$ cat config.mk
export PLATFORM = sky130hd
export DESIGN_NAME = pocd_dev_flat
export DESIGN_NICKNAME = d
export VERILOG_FILES = /design/src/rtl/pocd_pkg.sv /design/src/rtl/pocd_bus_if.sv /design/src/rtl/pocd_dev.sv /design/src/flat_wrapper.sv
export SDC_FILE = /design/constraint.sdc
export NUM_CORES = 1
export LEC_CHECK = 0
export CELL_PAD_IN_SITES_DETAIL_PLACEMENT = 0
export CELL_PAD_IN_SITES_GLOBAL_PLACEMENT = 1
export CORE_ASPECT_RATIO = 1.2
export CORE_MARGIN = 5
export CORE_UTILIZATION = 47
export DETAILED_ROUTE_END_ITERATION = 12
export DONT_BUFFER_PORTS = 1
export PLACE_DENSITY_LB_ADDON = 0.1
export SETUP_SLACK_MARGIN = 0.5
export SLEW_MARGIN = 0
export SYNTH_ARGS = -nofsm -noshare
export SYNTH_HDL_FRONTEND = slang
export SYNTH_SLANG_ARGS = --single-unit
$ cat constraint.sdc
create_clock -name clk -period 3.62 [get_ports clk]
set_input_delay 0 -clock clk [delete_from_list [all_inputs] [get_ports clk]]
set_output_delay 0 -clock clk [all_outputs]
set_load 0.03 [all_outputs]
$ cat src/rtl/pocd_pkg.sv
// Purpose: Shared constants for the output command decoder and its host
// Assumes: 16-bit command and status words, command bit n is word bit [n]
// Notes: Status bit positions and host register indices are local picks
package pocd_pkg;
  localparam int CW = 16;
  // Command bit positions
  localparam int B_F0   = 0;
  localparam int B_F1   = 1;
  localparam int B_DATA = 2;
  localparam int B_SVC  = 3;
  localparam int B_EOB  = 4;
  localparam int B_TERM = 5;
  localparam int B_CTL  = 6;
  localparam int B_MPE  = 7;
  localparam int B_MODE = 1;
  localparam int B_DIR  = 4;
  // Status bit positions
  localparam int S_NOERR = 0;
  localparam int S_XERR  = 1;
  localparam int S_PERR  = 2;
  localparam int S_INOP  = 3;
  localparam int S_MPE   = 4;
  localparam int S_BUSY  = 8;
  localparam int S_NRDY  = 9;
  // Host register indices
  localparam logic [3:0] R_CMD  = 4'h0;
  localparam logic [3:0] R_STAT = 4'h1;
  localparam logic [3:0] R_IRQ  = 4'h2;
  localparam logic [3:0] R_ADR  = 4'h3;
  localparam logic [3:0] R_WCNT = 4'h4;
  localparam logic [3:0] R_FLAG = 4'h5;
  // Reset values
  localparam logic [CW-1:0] WORD_RST = 16'h0000;

  typedef enum logic [1:0] {FMT_SELECT, FMT_CONTROL, FMT_INIT} pocd_fmt_t;

  // Classify a command word by its two format bits
  function automatic pocd_fmt_t pocd_classify(input logic [CW-1:0] w);
    pocd_fmt_t f;
    f = FMT_INIT;
    if (!w[B_F0] && !w[B_F1]) begin
      f = FMT_SELECT;
    end else if (!w[B_F0]) begin
      f = FMT_CONTROL;
    end
    return f;
  endfunction
endpackage

$ cat src/rtl/pocd_bus_if.sv
// Purpose: I/O bus between the host subsystem and one peripheral controller
// Assumes: One clock, both ends drive only from flip-flops
// Notes: Interrupt lines are levels; acks are one-cycle pulses
`timescale 1ns/1ps
`default_nettype none
interface pocd_bus_if;
  // Host to controller
  logic                   cmd_valid;
  logic [pocd_pkg::CW-1:0] cmd_word;
  logic                   stat_rd;
  logic                   data_ack;
  logic                   svc_ack;
  // Controller to host
  logic [pocd_pkg::CW-1:0] stat_word;
  logic                   data_irq;
  logic                   svc_irq;

  modport dev (
    input  cmd_valid, cmd_word, stat_rd, data_ack, svc_ack,
    output stat_word, data_irq, svc_irq
  );
  modport host (
    output cmd_valid, cmd_word, stat_rd, data_ack, svc_ack,
    input  stat_word, data_irq, svc_irq
  );
endinterface
`default_nettype wire

$ cat src/rtl/pocd_dev.sv
// Purpose: Peripheral controller end: decodes output command words
// Assumes: Transfer engine on the user side reports need, count and done
// Notes: A command is applied in the cycle after it is strobed
//
// Chosen here: the address-and-strobe port and the register addresses.
`timescale 1ns/1ps
`default_nettype none
module pocd_dev #(
  parameter bit HAS_BLOCK = 1'b1,
  parameter bit ABORT_MPE = 1'b0
) (
  // Clock and reset
  input  wire logic                    clk,
  input  wire logic                    sys_rst,
  // I/O bus
  pocd_bus_if.dev                      bus,
  // Transfer engine events
  input  wire logic                    word_need,
  input  wire logic                    word_taken,
  input  wire logic                    count_zero,
  input  wire logic                    checks_done,
  input  wire logic                    xfer_err,
  input  wire logic                    dev_perr,
  input  wire logic                    inoperable,
  // Orders to the transfer engine
  output logic                         select_go_q,
  output logic                         init_go_q,
  output logic                         ctl_go_q,
  output logic                         stop_q,
  output logic                         abort_q,
  output logic [pocd_pkg::CW-1:0]      cmd_q,
  output logic                         busy_q,
  output logic                         block_mode_q,
  output logic                         dir_in_q
);
  logic [pocd_pkg::CW-1:0] cmd_d;
  logic                    select_go_d, init_go_d, ctl_go_d, stop_d, abort_d;
  logic                    busy_d, block_mode_d, dir_in_d;
  logic                    data_conn_q, data_conn_d, svc_conn_q, svc_conn_d;
  logic                    data_pend_q, data_pend_d, svc_pend_q, svc_pend_d;
  logic                    rdy_q, rdy_d;
  logic                    xerr_q, xerr_d, perr_q, perr_d, mpe_q, mpe_d;
  logic [pocd_pkg::CW-1:0] stat_q, stat_d;
  pocd_pkg::pocd_fmt_t     fmt;
  logic                    take, is_eob, is_term, clr_ok, data_evt, svc_evt;
  logic [pocd_pkg::CW-1:0] w;

  // Command decode and controller state
  always_comb begin
    w = bus.cmd_word;
    fmt = pocd_pkg::pocd_classify(w);
    take = bus.cmd_valid;
    is_eob = (fmt == pocd_pkg::FMT_CONTROL) && w[pocd_pkg::B_EOB];
    is_term = (fmt == pocd_pkg::FMT_CONTROL) && w[pocd_pkg::B_TERM];
    clr_ok = take && !busy_q && !is_eob && !is_term;
    cmd_d = cmd_q;
    select_go_d = 1'b0;
    init_go_d = 1'b0;
    ctl_go_d = 1'b0;
    stop_d = 1'b0;
    abort_d = 1'b0;
    busy_d = busy_q;
    block_mode_d = block_mode_q;
    dir_in_d = dir_in_q;
    data_conn_d = data_conn_q;
    svc_conn_d = svc_conn_q;
    data_pend_d = data_pend_q;
    svc_pend_d = svc_pend_q;
    xerr_d = xerr_q;
    perr_d = perr_q;
    mpe_d = mpe_q;
    rdy_d = rdy_q;
    data_evt = 1'b0;
    svc_evt = 1'b0;
    // Stored status cleared first so that a new error wins
    if (clr_ok) begin
      xerr_d = 1'b0;
      perr_d = 1'b0;
      mpe_d = 1'b0;
    end
    // Interrupt acknowledge from the queue update
    if (bus.data_ack) begin
      data_pend_d = 1'b0;
    end
    if (bus.svc_ack) begin
      svc_pend_d = 1'b0;
    end
    if (take) begin
      unique case (fmt)
        pocd_pkg::FMT_SELECT: begin
          if (!(busy_q && block_mode_q)) begin
            select_go_d = 1'b1;
            cmd_d = w;
          end
        end
        pocd_pkg::FMT_CONTROL: begin
          if (is_eob || is_term) begin
            if (is_eob) begin
              data_evt = data_conn_q;
            end
            if (is_term) begin
              stop_d = 1'b1;
              data_pend_d = 1'b0;
              svc_evt = !busy_q;
              if (w[pocd_pkg::B_MPE]) begin
                mpe_d = HAS_BLOCK;
                abort_d = ABORT_MPE;
              end
            end
          end else begin
            data_conn_d = w[pocd_pkg::B_DATA];
            svc_conn_d = w[pocd_pkg::B_SVC];
            if (!w[pocd_pkg::B_DATA]) begin
              data_pend_d = 1'b0;
            end
            if (!w[pocd_pkg::B_SVC]) begin
              svc_pend_d = 1'b0;
            end
            if (w[pocd_pkg::B_CTL] && !busy_q) begin
              ctl_go_d = 1'b1;
              cmd_d = w;
            end
          end
        end
        pocd_pkg::FMT_INIT: begin
          if (!busy_q) begin
            init_go_d = 1'b1;
            cmd_d = w;
            busy_d = 1'b1;
            block_mode_d = HAS_BLOCK && w[pocd_pkg::B_MODE];
            dir_in_d = w[pocd_pkg::B_DIR];
            data_conn_d = w[pocd_pkg::B_DATA];
            svc_conn_d = w[pocd_pkg::B_SVC];
            if (!w[pocd_pkg::B_DATA]) begin
              data_pend_d = 1'b0;
            end
            if (!w[pocd_pkg::B_SVC]) begin
              svc_pend_d = 1'b0;
            end
          end
        end
      endcase
    end
    // Engine events; data request source depends on last mode
    if (block_mode_q) begin
      data_evt = data_evt || (count_zero && data_conn_q);
    end else begin
      data_evt = data_evt || (word_need && data_conn_q);
    end
    if (checks_done) begin
      busy_d = 1'b0;
      svc_evt = 1'b1;
    end
    // Raising wins over any clear in the same cycle, except a service disconnect, which blocks the raise
    if (data_evt) begin
      data_pend_d = 1'b1;
    end
    if (svc_evt && svc_conn_d) begin
      svc_pend_d = 1'b1;
    end
    // Data-ready tracking for polled transfers
    if (word_taken || stop_d) begin
      rdy_d = 1'b0;
    end
    if (word_need && !block_mode_q) begin
      rdy_d = 1'b1;
    end
    if (xfer_err) begin
      xerr_d = 1'b1;
    end
    if (dev_perr) begin
      perr_d = 1'b1;
    end
  end

  // Status word answered in the cycle after the read strobe
  always_comb begin
    stat_d = pocd_pkg::WORD_RST;
    if (bus.stat_rd) begin
      stat_d[pocd_pkg::S_NOERR] = !(xerr_q || perr_q || inoperable || mpe_q);
      stat_d[pocd_pkg::S_XERR] = xerr_q;
      stat_d[pocd_pkg::S_PERR] = perr_q;
      stat_d[pocd_pkg::S_INOP] = inoperable;
      stat_d[pocd_pkg::S_MPE] = mpe_q;
      stat_d[pocd_pkg::S_BUSY] = busy_q;
      stat_d[pocd_pkg::S_NRDY] = !rdy_q;
    end
  end

  // Registering of all state, applied one cycle after the strobe
  always_ff @(posedge clk) begin
    if (sys_rst) begin
      cmd_q <= pocd_pkg::WORD_RST;
      select_go_q <= 1'b0;
      init_go_q <= 1'b0;
      ctl_go_q <= 1'b0;
      stop_q <= 1'b0;
      abort_q <= 1'b0;
      busy_q <= 1'b0;
      block_mode_q <= 1'b0;
      dir_in_q <= 1'b0;
      data_conn_q <= 1'b0;
      svc_conn_q <= 1'b0;
      data_pend_q <= 1'b0;
      svc_pend_q <= 1'b0;
      rdy_q <= 1'b0;
      xerr_q <= 1'b0;
      perr_q <= 1'b0;
      mpe_q <= 1'b0;
      stat_q <= pocd_pkg::WORD_RST;
    end else begin
      cmd_q <= cmd_d;
      select_go_q <= select_go_d;
      init_go_q <= init_go_d;
      ctl_go_q <= ctl_go_d;
      stop_q <= stop_d;
      abort_q <= abort_d;
      busy_q <= busy_d;
      block_mode_q <= block_mode_d;
      dir_in_q <= dir_in_d;
      data_conn_q <= data_conn_d;
      svc_conn_q <= svc_conn_d;
      data_pend_q <= data_pend_d;
      svc_pend_q <= svc_pend_d;
      rdy_q <= rdy_d;
      xerr_q <= xerr_d;
      perr_q <= perr_d;
      mpe_q <= mpe_d;
      stat_q <= stat_d;
    end
  end

  // Bus outputs come straight from flip-flops
  assign bus.data_irq = data_pend_q;
  assign bus.svc_irq = svc_pend_q;
  assign bus.stat_word = stat_q;
endmodule
`default_nettype wire

$ cat src/flat_wrapper.sv
// flat-port wrapper written by rule: the top's interface ports become plain ports
module pocd_dev_flat 
#(
  parameter bit HAS_BLOCK = 1'b1,
  parameter bit ABORT_MPE = 1'b0
)
  (clk, sys_rst, word_need, word_taken, count_zero, checks_done, xfer_err, dev_perr, inoperable, select_go_q, init_go_q, ctl_go_q, stop_q, abort_q, cmd_q, busy_q, block_mode_q, dir_in_q, bus_cmd_valid, bus_cmd_word, bus_stat_rd, bus_data_ack, bus_svc_ack, bus_stat_word, bus_data_irq, bus_svc_irq);
  pocd_bus_if bus_i ();
  input  wire logic clk;
  input  wire logic sys_rst;
  input  wire logic word_need;
  input  wire logic word_taken;
  input  wire logic count_zero;
  input  wire logic checks_done;
  input  wire logic xfer_err;
  input  wire logic dev_perr;
  input  wire logic inoperable;
  output logic select_go_q;
  output logic init_go_q;
  output logic ctl_go_q;
  output logic stop_q;
  output logic abort_q;
  output logic [pocd_pkg::CW-1:0] cmd_q;
  output logic busy_q;
  output logic block_mode_q;
  output logic dir_in_q;
  input wire logic [$bits(bus_i.cmd_valid)-1:0] bus_cmd_valid;
  input wire logic [$bits(bus_i.cmd_word)-1:0] bus_cmd_word;
  input wire logic [$bits(bus_i.stat_rd)-1:0] bus_stat_rd;
  input wire logic [$bits(bus_i.data_ack)-1:0] bus_data_ack;
  input wire logic [$bits(bus_i.svc_ack)-1:0] bus_svc_ack;
  output wire logic [$bits(bus_i.stat_word)-1:0] bus_stat_word;
  output wire logic [$bits(bus_i.data_irq)-1:0] bus_data_irq;
  output wire logic [$bits(bus_i.svc_irq)-1:0] bus_svc_irq;
  assign bus_i.cmd_valid = bus_cmd_valid;
  assign bus_i.cmd_word = bus_cmd_word;
  assign bus_i.stat_rd = bus_stat_rd;
  assign bus_i.data_ack = bus_data_ack;
  assign bus_i.svc_ack = bus_svc_ack;
  assign bus_stat_word = bus_i.stat_word;
  assign bus_data_irq = bus_i.data_irq;
  assign bus_svc_irq = bus_i.svc_irq;
  pocd_dev #(.HAS_BLOCK(HAS_BLOCK), .ABORT_MPE(ABORT_MPE)) u_core (.clk(clk), .sys_rst(sys_rst), .bus(bus_i), .word_need(word_need), .word_taken(word_taken), .count_zero(count_zero), .checks_done(checks_done), .xfer_err(xfer_err), .dev_perr(dev_perr), .inoperable(inoperable), .select_go_q(select_go_q), .init_go_q(init_go_q), .ctl_go_q(ctl_go_q), .stop_q(stop_q), .abort_q(abort_q), .cmd_q(cmd_q), .busy_q(busy_q), .block_mode_q(block_mode_q), .dir_in_q(dir_in_q));
endmodule
# Word level (Yosys, flattened, before mapping)
# Cells that the tools add are included.
# Widths: inputs -> output; s select.
# word_totals
regBits,47
latchBits,0
mem_bits_rw,0
mem_bits_ro,0
input_bits,29
out_inout_bits,42
wordCells,128
n_memories,0
# op_classes
addsub,0
mul,0
div,0
magnitude_cmp,0
n_eq_ne,6
shift,0
mux,57
bitwise,6
n_reduce_logical,41
# op_table
cell,count
$mux 16,4
$pmux 16 s3,1
$mux 1,46
$logic_and 1x1->1,12
$logic_not 1->1,8
$ne 2x2->1 const B,4
$pmux 1 s2,4
$reduce_bool 2->1,4
$logic_or 1x1->1,7
$not 1->1,6
$reduce_or 3->1,2
$reduce_and 5->1,1
$mux 2,2
$reduce_and 4->1,1
$reduce_or 2->1,2
$reduce_or 4->1,1
$reduce_and 3->1,1
$eq 2x1->1 const B,1
$eq 2x2->1 const B,1
$logic_not 2->1,1
$reduce_and 2->1,1

# Longest topological paths before layout
# depth
depth_word,14
mapped_depth,6
depth_no_buf,4

# Least setup slack after synthesis
# Ideal clock, no wire load.
# synth_path
path_type,register to register
startpoint,register u_core.busy_q
endpoint,register u_core.cmd_q[10] in the netlist's numbering
setup_time_ns,0.072
arrival_ns,1.631
required_ns,3.548
slack_ns,1.917
stages_incl_launch_ff,6
n_path_buf,1
synth_period_minus_slack_ns,1.703
cell_sequence,dfxtp_1 nand2b_1 a22o_4 a211oi_4 buf_8 mux2i_1
# synth_between
elab_chain_cells,4
word_cells_on_any_way,7
cone_classes,eq/ne (3); reduce/logical (4)
# synth_lines
element,line,source
"start, declared",pocd_dev.sv:32,"output logic busy_q,"
"start signal, assigned",pocd_dev.sv:218,busy_q <= busy_d;
$logic_not 1->1,pocd_dev.sv:119,if (w[pocd_pkg::B_CTL] && !busy_q) begin
$logic_and 1x1->1,pocd_dev.sv:119,
$ne 2x2->1 (no source line),--,
$reduce_and 5->1 (no source line) (*),--,
"end signal, assigned",pocd_dev.sv:193,cmd_q <= pocd_pkg::WORD_RST;
"end signal, assigned",pocd_dev.sv:212,cmd_q <= cmd_d;
"end, declared",pocd_dev.sv:31,"output logic [pocd_pkg::CW-1:0] cmd_q,"
# Every way passes the cells marked *; elsewhere a longest branch is shown, timed or not.
# A chain may end at the register's enable or synchronous reset.

# Worst setup path after layout
# layout_path
startpoint,register u_core.busy_q
endpoint,register u_core.cmd_q[0] in the netlist's numbering
# Same word-level chain as after synthesis.

==> results.json <==
{
  "grt-ovfl-total": 0,
  "cp_top_family": "compound AO/OA/AOI/OAI gates",
  "rows": 24,
  "grt_pass1_vias": 1413,
  "switching_power_uw": 267,
  "drv_cap": 0,
  "core_um2": 3570,
  "synthesis.area_um2": 1710,
  "filler_cell_count": 334,
  "antennaDiodeCount": 0,
  "cts_tree": "built",
  "initial_utilization_pct": 47.9,
  "r2r_setup_slack_ns": 0.85,
  "cp.depth": 5,
  "reg2regPathDepth": 5,
  "grt_pass1_wl_um": 6870,
  "fin_nets": 244,
  "die_height_um": 76.1,
  "yosysWarningCount": 0,
  "slew_viol_final": 0,
  "p_comb_share_pct": 13.0,
  "p_total_uw": 978,
  "dpl.hpwl_um": 2650,
  "via_count": 1347,
  "cp-endpoint": "u_core.cmd_q[0]",
  "synth_area_leader_cell": "dfxtp_1",
  "slowest_delay_ns": 0.89,
  "leakagePower_uw": 0.000902,
  "synth-seq-area-share_pct": 44.4,
  "antenna_found_initial": 0,
  "post_cts_buffers": 0,
  "port_buffers": 0,
  "hold_viol": 0,
  "final_area_um2": 2170,
  "grt_usage_pct": 17.6,
  "ant_nets": 0,
  "slowest_stage": "a211oi_4",
  "cts_buffers": 5,
  "cts.sinks": 38,
  "timing.rr.start": "u_core.busy_q",
  "drive_gt1_share_pct": 6.02,
  "multi_input_area_um2": 843,
  "rsz0062_at_grt": "false",
  "synth_area_per_cell_um2": 9.52,
  "drtPass1Iterations": 4,
  "place_congestion": 0.764,
  "die_area_um2": 4960,
  "largest_reg_flops": 16,
  "fin_skew_ns": 0.00650,
  "synth_cell_types": 37,
  "clockBufferDepth": 2,
  "grt_max_degree": 48,
  "clock_power_share_pct": 36.6,
  "p_sw_share_pct": 27.3,
  "crit_type": "reg2reg",
  "cts_resized": 0,
  "regToRegEndpoint": "u_core.cmd_q[0]",
  "yosysTopAreaCellShare_pct": 44.4,
  "post-route-min-period_ns": 2.77,
  "synth_flop_cell": "dfxtp_1",
  "fin_setup_tns_ns": 0,
  "tightest_slew_ns": 1.05,
  "end_kind": "register",
  "worstPathArrival_ns": 2.95,
  "post-route-drc-count": 0,
  "status": "finished, final reports clean",
  "htreeDepth": 2,
  "async_reset_ff_share_pct": 0,
  "irDropWorstVdd_mv": 0.359,
  "seq_power_share_pct": 50.4,
  "cp_max_fo": 16,
  "seqCellArea_um2": 761,
  "dpl_cell_area_um2": 1670,
  "slew_headroom_pct": 29.6,
  "period_share_pct": 76.4,
  "routed_wl_um": 4320,
  "root_buffer": "clkbuf_8",
  "post_drt_wl_per_cell_um": 16.9,
  "cp_cell_sequence": "nand2b_1 -> a22o_4 -> a211oi_4 -> o32ai_1 -> dlygate4sd3_1",
  "ioPinCount": 71,
  "post-route-util_pct": 60.8,
  "powerDensity_nw_per_um2": 450,
  "critPathLaunchType": "register",
  "largest-register": "u_core.cmd_q",
  "die_w_um": 65.1,
  "crit_start": "u_core.busy_q",
  "via_per_inst": 5.28,
  "synthMostInstantiatedCell": "dfxtp_1",
  "synth_area_leaders": "dfxtp_1, nand2b_1, mux2i_1",
  "hold_buffers": 38,
  "holdWs_ns": 0.0207,
  "clock_latency_ns": 0.29,
  "internal_power_uw": 711,
  "path_clk_slew_ns": 0.08,
  "path_buf_inv": 1,
  "min_path_type": "in2reg",
  "drtIter0Drc": 95,
  "ys_top_cells_by_count": "dfxtp_1, nand2b_1, mux2i_1",
  "synthCells": 180,
  "synth_seq_cells": 38,
  "max_freq_ghz": 0.361,
  "required_ns": 3.80,
  "setup_viol": 0,
  "synth_edf_count": 0,
  "syn_to_final_growth_pct": 26.8
}
layout by cell type (no fill, tap or decap), types with 4 or more instances in the layout:
master         Yosys  final
a21oi_1            4      4
nor2_1            15     15
conb_1             1     10
o21ai_0            4      4
mux2i_1           18     18
dlygate4sd3_1      0     37
inv_1              4      4
nand2b_1          35     35
clkbuf_8           0      5
and2_1             5      5
dfxtp_1           38     38
nand2_1            5      5
nor2b_1            6      6
per-stage QoR:
step | std cells | worst slack (ns)
after floorplan | 189 | 1.92
after global placement | 209 | 1.44
after detailed placement | 209 | 1.35
after CTS | 255 | 0.850
after global routing | 255 | 0.724
final | 255 | 0.854
cell families after synthesis:
group,share of synthesized area (%)
muxes,10.5
DFF,44.4
AOI/OAI and AO/OA,11.2
buffers and inverters,8.33
and+or+nand+nor,25.3
other,0.219
power by group through the flow:
stage	clock network (uW)	registers, uW	logic (uW)
2_1_floorplan	0	497	92.3
3_3_place_gp	0	502	80.0
3_5_place_dp	0	503	82.3
4_1_cts	367	493	126
5_1_grt	386	496	137
6_report	358	493	128
layout make-up:
type                       instances  area share [%]
timing repair buffer              38            18.0
clock inverter                     3            2.07
inverter                           4           0.691
multi-input combinational        128            38.8
sequential                        38            35.0
tap                               39            2.25
clock buffer                       5            3.17
worst reg2reg max path, delay by kind of cell, from the launching register on:
| kind | cells | cell delay (ns) |
|---|---|---|
| compound gates | 3 | 1.28 |
| buf+inv | 1 | 0.59 |
| flops | 1 | 0.52 |
| simple gates | 1 | 0.28 |
worst min path at each step:
stage,start,to,slack [ns],cells past startpoint
6_report,sys_rst,u_core.ctl_go_q,0.02,2
5_1_grt,sys_rst,u_core.ctl_go_q,0.03,2
2_1_floorplan,checks_done,u_core.busy_q,0.08,1
3_5_place_dp,sys_rst,u_core.block_mode_q,0.08,1
4_1_cts,sys_rst,u_core.ctl_go_q,0.003,2
3_3_place_gp,sys_rst,u_core.dir_in_q,0.08,1
metal layers:
metal	GRT usage, %	vias up	wire length, um
met2	29.9	49	2210
met1	19.7	632	1720
met3	5.01	8	321
li1	-	658	-
met4	8.51	0	70
met5	0	-	0
Note: power is estimated with default switching activity, not from simulation.
